[src/pkg/bpc_pkg.sv]
// Purpose: constants for the basic phy control register block
// Assumes: 16-bit management register access, one clock
// Notes: bit positions follow the management register layout
package bpc_pkg;
   localparam int unsigned REG_W = 16;
   localparam int unsigned IDX_W = 5;
   localparam logic [4:0] IDX_CONTROL = 5'h00;
   localparam logic [4:0] IDX_STATUS = 5'h01;
   localparam int unsigned BIT_SOFT_RESET = 15;
   localparam int unsigned BIT_LOOPBACK = 14;
   localparam int unsigned BIT_SPEED = 13;
   localparam int unsigned BIT_AN_EN = 12;
   localparam int unsigned BIT_PWR_DOWN = 11;
   localparam int unsigned BIT_AN_RESTART = 9;
   localparam int unsigned BIT_DUPLEX = 8;
   localparam int unsigned BIT_COL_TEST = 7;
   localparam int unsigned BIT_AN_DONE = 5;
   localparam logic [15:0] CTRL_RW_MASK = 16'h7980;
   localparam logic [15:0] STATUS_FIXED = 16'h7809;
   localparam logic [15:0] ZERO16 = 16'h0000;
   localparam int unsigned AN_TIME_US = 1000;
   localparam int unsigned CLK_MHZ = 125;
   localparam int unsigned AN_CYCLES = AN_TIME_US * CLK_MHZ;
   typedef enum logic [1:0] {BPC_AN_IDLE, BPC_AN_RUN, BPC_AN_DONE} bpc_an_t;
endpackage : bpc_pkg

[src/hdl/bpc_control.sv]
// Purpose: basic control register and its effects for one internal phy
// Assumes: management access is a single-cycle read or write strobe
// Notes: straps are sampled by the loader, never under async reset
`timescale 1ns/1ps
`default_nettype none
// Functional notes
// - 16-bit control register at index zero
// - bit15 restores defaults, self clears
// - bit14 loops fabric transmit back to fabric
// - bit13 forces 10 or 100 Mbps
// - bit12 enables negotiation, overrides forced bits
// - bit11 enters general power down
// - negotiation after power down sets complete flag
// - bit9 restarts negotiation, self clears
// - bit8 forces half or full duplex
// - bit7 asserts collision while transmitting
// - speed default is negotiation OR speed strap
// - negotiation default equals negotiation strap
// - duplex default is NOT negotiation AND duplex
// - loader rewrites register after reset, reload
// - reached only by indexed management access
// - status bit5 shows negotiation complete
module bpc_control #(
   parameter int unsigned AN_CYCLES = bpc_pkg::AN_CYCLES
) (
   input wire logic MCLK,
   input wire logic ARST_N,
   input wire logic STRAP_AUTONEG,
   input wire logic STRAP_SPEED,
   input wire logic STRAP_DUPLEX,
   input wire logic RELOAD,
   input wire logic MGMT_WR,
   input wire logic MGMT_RD,
   input wire logic [4:0] MGMT_IDX,
   input wire logic [15:0] MGMT_WDATA,
   output logic [15:0] MGMT_RDATA,
   input wire logic FABRIC_TX_EN,
   output logic LINE_TX_EN,
   output logic FABRIC_RX_LOOP,
   output logic COL,
   output logic SPEED_100,
   output logic FULL_DUPLEX,
   output logic POWER_DOWN,
   output logic AN_COMPLETE
);
   logic loopback;
   logic speed;
   logic an_en;
   logic pwr_down;
   logic duplex;
   logic col_test;
   logic an_done;
   logic load_pend;
   logic an_restart_pulse;
   logic an_finish;
   bpc_pkg::bpc_an_t an_state;
   bpc_pkg::bpc_an_t next_an_state;
   logic [15:0] ctrl_view;
   logic [15:0] status_view;

   // register reached only by index over management access
   wire wr_ctrl = MGMT_WR
      && (MGMT_IDX == bpc_pkg::IDX_CONTROL);
   wire rd_ctrl = MGMT_IDX == bpc_pkg::IDX_CONTROL;
   wire rd_stat = MGMT_IDX == bpc_pkg::IDX_STATUS;
   wire [15:0] wd = MGMT_WDATA & bpc_pkg::CTRL_RW_MASK;
   wire soft_rst = wr_ctrl && MGMT_WDATA[bpc_pkg::BIT_SOFT_RESET];
   // restart bit is outside the stored mask, so read it from raw data
   wire restart_wr = wr_ctrl && MGMT_WDATA[bpc_pkg::BIT_AN_RESTART];
   // loader defaults derived from straps
   wire def_speed = STRAP_AUTONEG | STRAP_SPEED;
   wire def_an = STRAP_AUTONEG;
   wire def_duplex = ~STRAP_AUTONEG & STRAP_DUPLEX;
   // straps captured one clock after release, never under reset
   wire do_load = load_pend || RELOAD || soft_rst;

   always_ff @(posedge MCLK or negedge ARST_N) begin
      if (!ARST_N) begin
         load_pend <= 1'b1;
      end else begin
         load_pend <= 1'b0;
      end
   end

   always_ff @(posedge MCLK or negedge ARST_N) begin
      if (!ARST_N) begin
         loopback <= 1'b0;
         speed <= 1'b0;
         an_en <= 1'b0;
         pwr_down <= 1'b0;
         duplex <= 1'b0;
         col_test <= 1'b0;
      end else if (do_load) begin
         loopback <= 1'b0;
         speed <= def_speed;
         an_en <= def_an;
         pwr_down <= 1'b0;
         duplex <= def_duplex;
         col_test <= 1'b0;
      end else if (wr_ctrl) begin
         loopback <= wd[bpc_pkg::BIT_LOOPBACK];
         speed <= wd[bpc_pkg::BIT_SPEED];
         an_en <= wd[bpc_pkg::BIT_AN_EN];
         pwr_down <= wd[bpc_pkg::BIT_PWR_DOWN];
         duplex <= wd[bpc_pkg::BIT_DUPLEX];
         col_test <= wd[bpc_pkg::BIT_COL_TEST];
      end
   end

   // negotiation restarts on enable, restart bit, or leaving power down;
   // judged on the written values so the old state cannot mask a kick
   wire new_an_en = wd[bpc_pkg::BIT_AN_EN];
   wire new_pwr_down = wd[bpc_pkg::BIT_PWR_DOWN];
   wire pd_fall = pwr_down && !new_pwr_down;
   wire an_rise = !an_en && new_an_en;
   wire wr_kick = wr_ctrl && !do_load && new_an_en && !new_pwr_down
      && (restart_wr || pd_fall || an_rise);
   // every load leaves power down clear, so the strap alone decides
   wire load_kick = do_load && def_an;
   assign an_restart_pulse = wr_kick || load_kick;
   wire an_hold = pwr_down || !an_en;

   bpc_an_timer #(.CYCLES(AN_CYCLES)) u_timer (
      .clk(MCLK),
      .arst_n(ARST_N),
      .start(an_restart_pulse),
      .hold(an_hold && !an_restart_pulse),
      .done(an_finish)
   );

   always_comb begin
      next_an_state = an_state;
      case (an_state)
         bpc_pkg::BPC_AN_IDLE: begin
            if (an_restart_pulse) next_an_state = bpc_pkg::BPC_AN_RUN;
         end
         bpc_pkg::BPC_AN_RUN: begin
            if (an_restart_pulse) next_an_state = bpc_pkg::BPC_AN_RUN;
            else if (an_hold) next_an_state = bpc_pkg::BPC_AN_IDLE;
            else if (an_finish) next_an_state = bpc_pkg::BPC_AN_DONE;
         end
         bpc_pkg::BPC_AN_DONE: begin
            if (an_restart_pulse) next_an_state = bpc_pkg::BPC_AN_RUN;
            else if (an_hold) next_an_state = bpc_pkg::BPC_AN_IDLE;
         end
         default: next_an_state = bpc_pkg::BPC_AN_IDLE;
      endcase
   end

   always_ff @(posedge MCLK or negedge ARST_N) begin
      if (!ARST_N) begin
         an_state <= bpc_pkg::BPC_AN_IDLE;
      end else begin
         an_state <= next_an_state;
      end
   end
   assign an_done = an_state == bpc_pkg::BPC_AN_DONE;

   // self-clearing bits and reserved bits always read zero
   always_comb begin
      ctrl_view = bpc_pkg::ZERO16;
      ctrl_view[bpc_pkg::BIT_LOOPBACK] = loopback;
      ctrl_view[bpc_pkg::BIT_SPEED] = speed;
      ctrl_view[bpc_pkg::BIT_AN_EN] = an_en;
      ctrl_view[bpc_pkg::BIT_PWR_DOWN] = pwr_down;
      ctrl_view[bpc_pkg::BIT_DUPLEX] = duplex;
      ctrl_view[bpc_pkg::BIT_COL_TEST] = col_test;
      status_view = bpc_pkg::STATUS_FIXED;
      status_view[bpc_pkg::BIT_AN_DONE] = an_done;
   end
   wire [15:0] rd_mux = rd_ctrl ? ctrl_view
      : (rd_stat ? status_view : bpc_pkg::ZERO16);

   always_ff @(posedge MCLK or negedge ARST_N) begin
      if (!ARST_N) begin
         MGMT_RDATA <= bpc_pkg::ZERO16;
      end else if (MGMT_RD) begin
         MGMT_RDATA <= rd_mux;
      end
   end

   // link effects; forced bits matter only with negotiation off
   // limitation: negotiated result is modelled as best ability
   wire eff_speed = an_en ? 1'b1 : speed;
   wire eff_duplex = an_en ? 1'b1 : duplex;
   always_ff @(posedge MCLK or negedge ARST_N) begin
      if (!ARST_N) begin
         SPEED_100 <= 1'b0;
         FULL_DUPLEX <= 1'b0;
      end else begin
         SPEED_100 <= eff_speed;
         FULL_DUPLEX <= eff_duplex;
      end
   end
   assign POWER_DOWN = pwr_down;
   assign AN_COMPLETE = an_done;
   assign LINE_TX_EN = FABRIC_TX_EN && !loopback && !pwr_down;
   assign FABRIC_RX_LOOP = FABRIC_TX_EN && loopback;
   assign COL = FABRIC_TX_EN && col_test;
endmodule : bpc_control
`default_nettype wire

[src/hdl/bpc_an_timer.sv]
// Purpose: negotiation duration counter for one phy port
// Assumes: start pulses restart the count from zero
// Notes: the count stands in for the real link partner exchange
`timescale 1ns/1ps
`default_nettype none
module bpc_an_timer #(
   parameter int unsigned CYCLES = 16
) (
   input wire logic clk,
   input wire logic arst_n,
   input wire logic start,
   input wire logic hold,
   output logic done
);
   localparam int unsigned CW = $clog2(CYCLES + 1);
   logic [CW-1:0] count;
   logic running;
   wire at_end = (count == CW'(CYCLES - 1));
   // elaboration check: a zero count would never raise done
   if (CYCLES < 1) begin : g_bad_cycles
      $error("timer needs at least one cycle");
   end
   always_ff @(posedge clk or negedge arst_n) begin
      if (!arst_n) begin
         count <= '0;
         running <= 1'b0;
      end else if (start || hold) begin
         count <= '0;
         running <= start && !hold;
      end else if (running) begin
         count <= at_end ? '0 : count + CW'(1);
         running <= !at_end;
      end
   end
   assign done = running && at_end;
endmodule : bpc_an_timer
`default_nettype wire

[config.mk]
export PLATFORM = sky130hd
export DESIGN_NAME = bpc_control
export DESIGN_NICKNAME = d
export VERILOG_FILES = /design/src/pkg/bpc_pkg.sv /design/src/hdl/bpc_control.sv /design/src/hdl/bpc_an_timer.sv
export SDC_FILE = /design/constraint.sdc
export NUM_CORES = 1
export LEC_CHECK = 0
export ABC_CLOCK_PERIOD_IN_PS = 1900
export BUFFER_PORTS_ARGS = -buffer_cell sky130_fd_sc_hd__buf_2
export CAP_MARGIN = 20
export CORE_UTILIZATION = 52
export CTS_CLUSTER_SIZE = 25
export DETAILED_ROUTE_END_ITERATION = 7
export GPL_ROUTABILITY_DRIVEN = 0
export PLACE_DENSITY = 0.79
export REMOVE_ABC_BUFFERS = 1
export SYNTH_ARGS = -nofsm -noshare
export SYNTH_HDL_FRONTEND = slang
export SYNTH_SLANG_ARGS = --single-unit
[constraint.sdc]
create_clock -name MCLK -period 1.9 [get_ports MCLK]
set_input_delay 0.095 -clock MCLK [delete_from_list [all_inputs] [get_ports MCLK]]
set_output_delay 0.095 -clock MCLK [all_outputs]
set_load 0.01 [all_outputs]
==> impl_metrics.prom <==
# TYPE chip_impl_metric gauge
chip_impl_info{name="postSynth.topFlopCell",value="sky130_fd_sc_hd__dfrtp_1"} 1
chip_impl_metric{name="antennaDiodeCount",unit=""} 0
chip_impl_metric{name="fp.dieH",unit="microns"} 63.8
chip_impl_metric{name="antenna_found_initial",unit=""} 0
chip_impl_metric{name="largest_reg_flops",unit=""} 17
chip_impl_metric{name="power.internal",unit="W"} 0.00127
chip_impl_metric{name="finalWorstSetupSlack",unit="ps"} 110
chip_impl_metric{name="timing.max_cap.violations",unit=""} 0
chip_impl_metric{name="layout-area-overhead-vs-synth",unit="%"} 18.5
chip_impl_metric{name="synth-seq-area-share",unit="%"} 46.7
chip_impl_metric{name="h-tree-depth",unit=""} 2
chip_impl_info{name="status",value="finished, final reports clean"} 1
chip_impl_metric{name="cts.sinks",unit=""} 37
chip_impl_metric{name="final_worst_path_period_share",unit="%"} 94.2
chip_impl_metric{name="synthArstFlopShare",unit="%"} 100
chip_impl_metric{name="drt_first_iter_violations",unit=""} 160
chip_impl_metric{name="p_total",unit="W"} 0.00168
chip_impl_metric{name="synth_area_per_cell",unit="sq um"} 9.54
chip_impl_info{name="critical_path_origin",value="u_timer.count[0]$_DFFE_PN0P_"} 1
chip_impl_info{name="worstSetupEndpointType",value="flop"} 1
chip_impl_info{name="setup.worst_path.start_class",value="flop"} 1
chip_impl_metric{name="postSynthCellCount",unit=""} 208
chip_impl_metric{name="route.detailed.wl_per_inst",unit="microns"} 14.3
chip_impl_info{name="critical_path.slowest_cell",value="sky130_fd_sc_hd__dfrtp_1"} 1
chip_impl_info{name="post_synth_main_area_contributors",value="sky130_fd_sc_hd__dfrtp_1 (45%), sky130_fd_sc_hd__nor2_1 (4.2%), sky130_fd_sc_hd__nand2_1 (4.0%)"} 1
chip_impl_metric{name="critical-path-max-stage-delay",unit="ps"} 420
chip_impl_info{name="synthDominantAreaCellType",value="sky130_fd_sc_hd__dfrtp_1"} 1
chip_impl_metric{name="power.clock.fraction",unit="%"} 40.7
chip_impl_metric{name="leakage",unit="nW"} 1.03
chip_impl_metric{name="post_synth_instance_area",unit="sq um"} 1980
chip_impl_metric{name="detailedPlace.worstSlack",unit="ps"} 169
chip_impl_metric{name="route.vias.total",unit=""} 1689
chip_impl_metric{name="sequentialPowerShare",unit="%"} 49.4
chip_impl_metric{name="setup-violations-final",unit=""} 0
chip_impl_metric{name="final.setup.tns",unit="ps"} 0
chip_impl_metric{name="post_cts_resize_count",unit=""} 0
chip_impl_metric{name="power.combinational.fraction",unit="%"} 9.9
chip_impl_metric{name="filler_cell_count",unit=""} 299
chip_impl_metric{name="post_route_cells_drive_above_1_share",unit="%"} 26.5
chip_impl_info{name="clock_tree.root_cell",value="sky130_fd_sc_hd__clkbuf_8"} 1
chip_impl_info{name="rsz0062_at_grt",value="false"} 1
chip_impl_metric{name="period_minus_slack",unit="ps"} 1790
chip_impl_metric{name="final_core_util",unit="%"} 64.2
chip_impl_info{name="synth_most_common_cell",value="sky130_fd_sc_hd__dfrtp_1"} 1
chip_impl_metric{name="global_route_wire_length_before_repair",unit="microns"} 7270
chip_impl_metric{name="die_x",unit="microns"} 63.8
chip_impl_info{name="post_synth_most_frequent_cells",value="sky130_fd_sc_hd__dfrtp_1 (36), sky130_fd_sc_hd__nor2_1 (22), sky130_fd_sc_hd__nand2_1 (21)"} 1
chip_impl_info{name="critical_path.cell_chain",value="ha_1, and4_1, nand4_1, buf_4, o31ai_1, a311oi_1"} 1
chip_impl_metric{name="synth_warnings",unit=""} 0
chip_impl_metric{name="synth.ff_latch_count",unit=""} 37
chip_impl_metric{name="fin_skew",unit="ps"} 12.7
chip_impl_metric{name="floorplan.die_area",unit="sq um"} 4070
chip_impl_metric{name="drt_pre_antenna_iters",unit=""} 4
chip_impl_info{name="largest_register",value="u_timer.count"} 1
chip_impl_metric{name="worst_slew_pin_slew",unit="ps"} 828
chip_impl_metric{name="worst_case_headroom_to_the_max_slew_limit",unit="%"} 44.8
chip_impl_metric{name="final-seq-area",unit="sq um"} 927
chip_impl_metric{name="route.detailed.vias_per_inst",unit=""} 5.61
chip_impl_metric{name="dp.final_hpwl",unit="microns"} 3120
chip_impl_metric{name="overflow",unit=""} 0
chip_impl_metric{name="initial_core_util",unit="%"} 54.2
chip_impl_metric{name="power.net_switching",unit="W"} 0.000409
chip_impl_info{name="r2r_start",value="u_timer.count[0]$_DFFE_PN0P_"} 1
chip_impl_info{name="worst-setup-path-type",value="flop to flop"} 1
chip_impl_metric{name="postCtsSetupRepairBufs",unit=""} 0
chip_impl_metric{name="cts_inserted_buffers",unit=""} 5
chip_impl_metric{name="maxSlewViolCount",unit=""} 0
chip_impl_metric{name="crit_path_buffers_inverters",unit=""} 1
chip_impl_info{name="tritoncts_clock_tree",value="built"} 1
chip_impl_metric{name="ant_nets",unit=""} 0
chip_impl_metric{name="arrival",unit="ps"} 1960
chip_impl_metric{name="netlist-cell-type-count",unit=""} 49
chip_impl_metric{name="num_io_pins",unit=""} 53
chip_impl_metric{name="ir_drop",unit="V"} 0.000423
chip_impl_metric{name="wl",unit="microns"} 4310
chip_impl_info{name="cell_type_group_with_the_largest_total_delay_on_the_critical_path",value="compound AO/OA/AOI/OAI gates"} 1
chip_impl_metric{name="core_region_area",unit="sq um"} 3660
chip_impl_info{name="hold_path_startpoint",value="MGMT_RD"} 1
chip_impl_metric{name="nets_final",unit=""} 283
chip_impl_metric{name="cp.required",unit="ps"} 2070
chip_impl_metric{name="worstSkewPairLatency",unit="ps"} 290
chip_impl_metric{name="overall_track_demand_over_capacity_in_global_routing",unit="%"} 23.0
chip_impl_metric{name="critPathMaxFanout",unit=""} 11
chip_impl_metric{name="synth_edf_count",unit=""} 0
chip_impl_metric{name="first_global_vias",unit=""} 1633
chip_impl_metric{name="core.rowCount",unit=""} 22
chip_impl_metric{name="finalHoldViolCount",unit=""} 0
chip_impl_metric{name="cts_buffer_depth",unit=""} 2
chip_impl_metric{name="fmaxAchievable",unit="MHz"} 559
chip_impl_metric{name="areal_power_density_over_the_cells",unit="nW/um^2"} 715
chip_impl_metric{name="grt_start_max_net_pins",unit=""} 38
chip_impl_metric{name="port-buffer-count",unit=""} 37
chip_impl_metric{name="multi_input_area",unit="sq um"} 940
chip_impl_info{name="hp-class",value="input port to flop"} 1
chip_impl_info{name="biggest_registers_after_layout",value="u_timer.count x17, MGMT_RDATA x8, an_state x2"} 1
chip_impl_metric{name="post-synth-top-area-fraction",unit="%"} 45.4
chip_impl_metric{name="detail_route.drc_violations",unit=""} 0
chip_impl_metric{name="swShare",unit="%"} 24.3
chip_impl_metric{name="clk_pin_slew",unit="ps"} 80
-- worst reg2reg max path: stages, from the launching register on --
cell,delay [ps]
sky130_fd_sc_hd__dfrtp_1,420
sky130_fd_sc_hd__ha_1,310
sky130_fd_sc_hd__and4_1,210
sky130_fd_sc_hd__nand4_1,90
sky130_fd_sc_hd__buf_4,190
sky130_fd_sc_hd__o31ai_1,90
sky130_fd_sc_hd__a311oi_1,360
-- layout by cell type, fill, tap and decap left out, drive strengths merged, types with 2 or more instances in the layout --
cell type,count
xor2,2
nand2,21
clkbuf,5
a22oi,2
nor2b,2
dfrtp,36
mux2,2
o211ai,3
and4,2
or2,4
o2bb2ai,5
o41ai,2
a311oi,4
nand3b,5
a22o,2
and2,3
nand4,6
nand3,10
nor3b,3
xnor2,6
inv,9
nor4,2
a31oi,6
or3,2
conb,8
a21oi,8
nor2,22
buf,46
o21ai,4
nor3,5
nor4b,2
-- stage by stage --
stage	area [sq um]	instances	hold WS, ps
4_1_cts	2350	301	40.6
6_report	2350	301	50.0
2_1_floorplan	1900	198	-201
3_3_place_gp	2230	292	231
5_1_grt	2350	301	33.4
3_5_place_dp	2230	292	233
-- power groups by stage --
| stage | logic [W] | clock network, W | registers, W |
|---|---|---|---|
| global route | 0.000185 | 0.000732 | 0.000832 |
| global placement | 0.000164 | 0 | 0.000843 |
| finish | 0.000167 | 0.000684 | 0.000830 |
| CTS | 0.000169 | 0.000700 | 0.000829 |
| detailed placement | 0.000166 | 0 | 0.000845 |
| floorplan | 0.0000694 | 0 | 0.000847 |
-- what timing repair did --
action / 4_1_cts / 5_1_grt
hold buffers: 1 / 0
hold endpoints to repair: 36 / 0
setup endpoints to repair: 0 / 0
-- worst paths after layout --
| path | end | cells past startpoint | slack [ps] |
|---|---|---|---|
| max in group asynchronous | an_en$_DFFE_PN0P_ | 2 | 940 |
| hold / removal | MGMT_RDATA[3]$_DFFE_PN0P_ | 2 | 50 |
| hold reg to reg | MGMT_RDATA[14]$_DFFE_PN0P_ | 1 | 490 |
| min in group asynchronous | MGMT_RDATA[12]$_DFFE_PN0P_ | 2 | 430 |
| setup reg to reg | u_timer.count[14]$_DFFE_PN0P_ | 6 | 110 |
| setup / recovery | u_timer.count[14]$_DFFE_PN0P_ | 6 | 110 |
-- routing by layer --
metal  track usage [%]  vias up  wire length, microns
met5                 0        -                     0
met4              8.24        0                    69
met3              5.54       10                   256
met2              39.1       63                  2080
met1              28.2      802                  1900
li1                  -      814                     -
-- final cells by class --
class / count / share of cell area [%]
sequential: 37 / 39.4
multi-input combinational: 152 / 40.0
clock inverter: 3 / 1.97
tap: 48 / 2.55
timing repair buffer: 47 / 11.7
clock buffer: 5 / 2.93
inverter: 9 / 1.44
-- logic make-up (layout without fill, tap and decap cells) --
group | after synthesis | count (layout) | share of synthesized area, %
AOI/OAI and AO/OA | 40 | 40 | 15.0
adders and majority gates | 1 | 1 | 0.630
muxes | 2 | 2 | 1.13
and+or+nand+nor | 93 | 93 | 25.5
DFF | 37 | 37 | 46.7
other | 1 | 8 | 0.189
buffers and inverters | 26 | 64 | 7.25
xor gates and xnor gates | 8 | 8 | 3.53
Note: power is estimated with default switching activity, not from simulation.
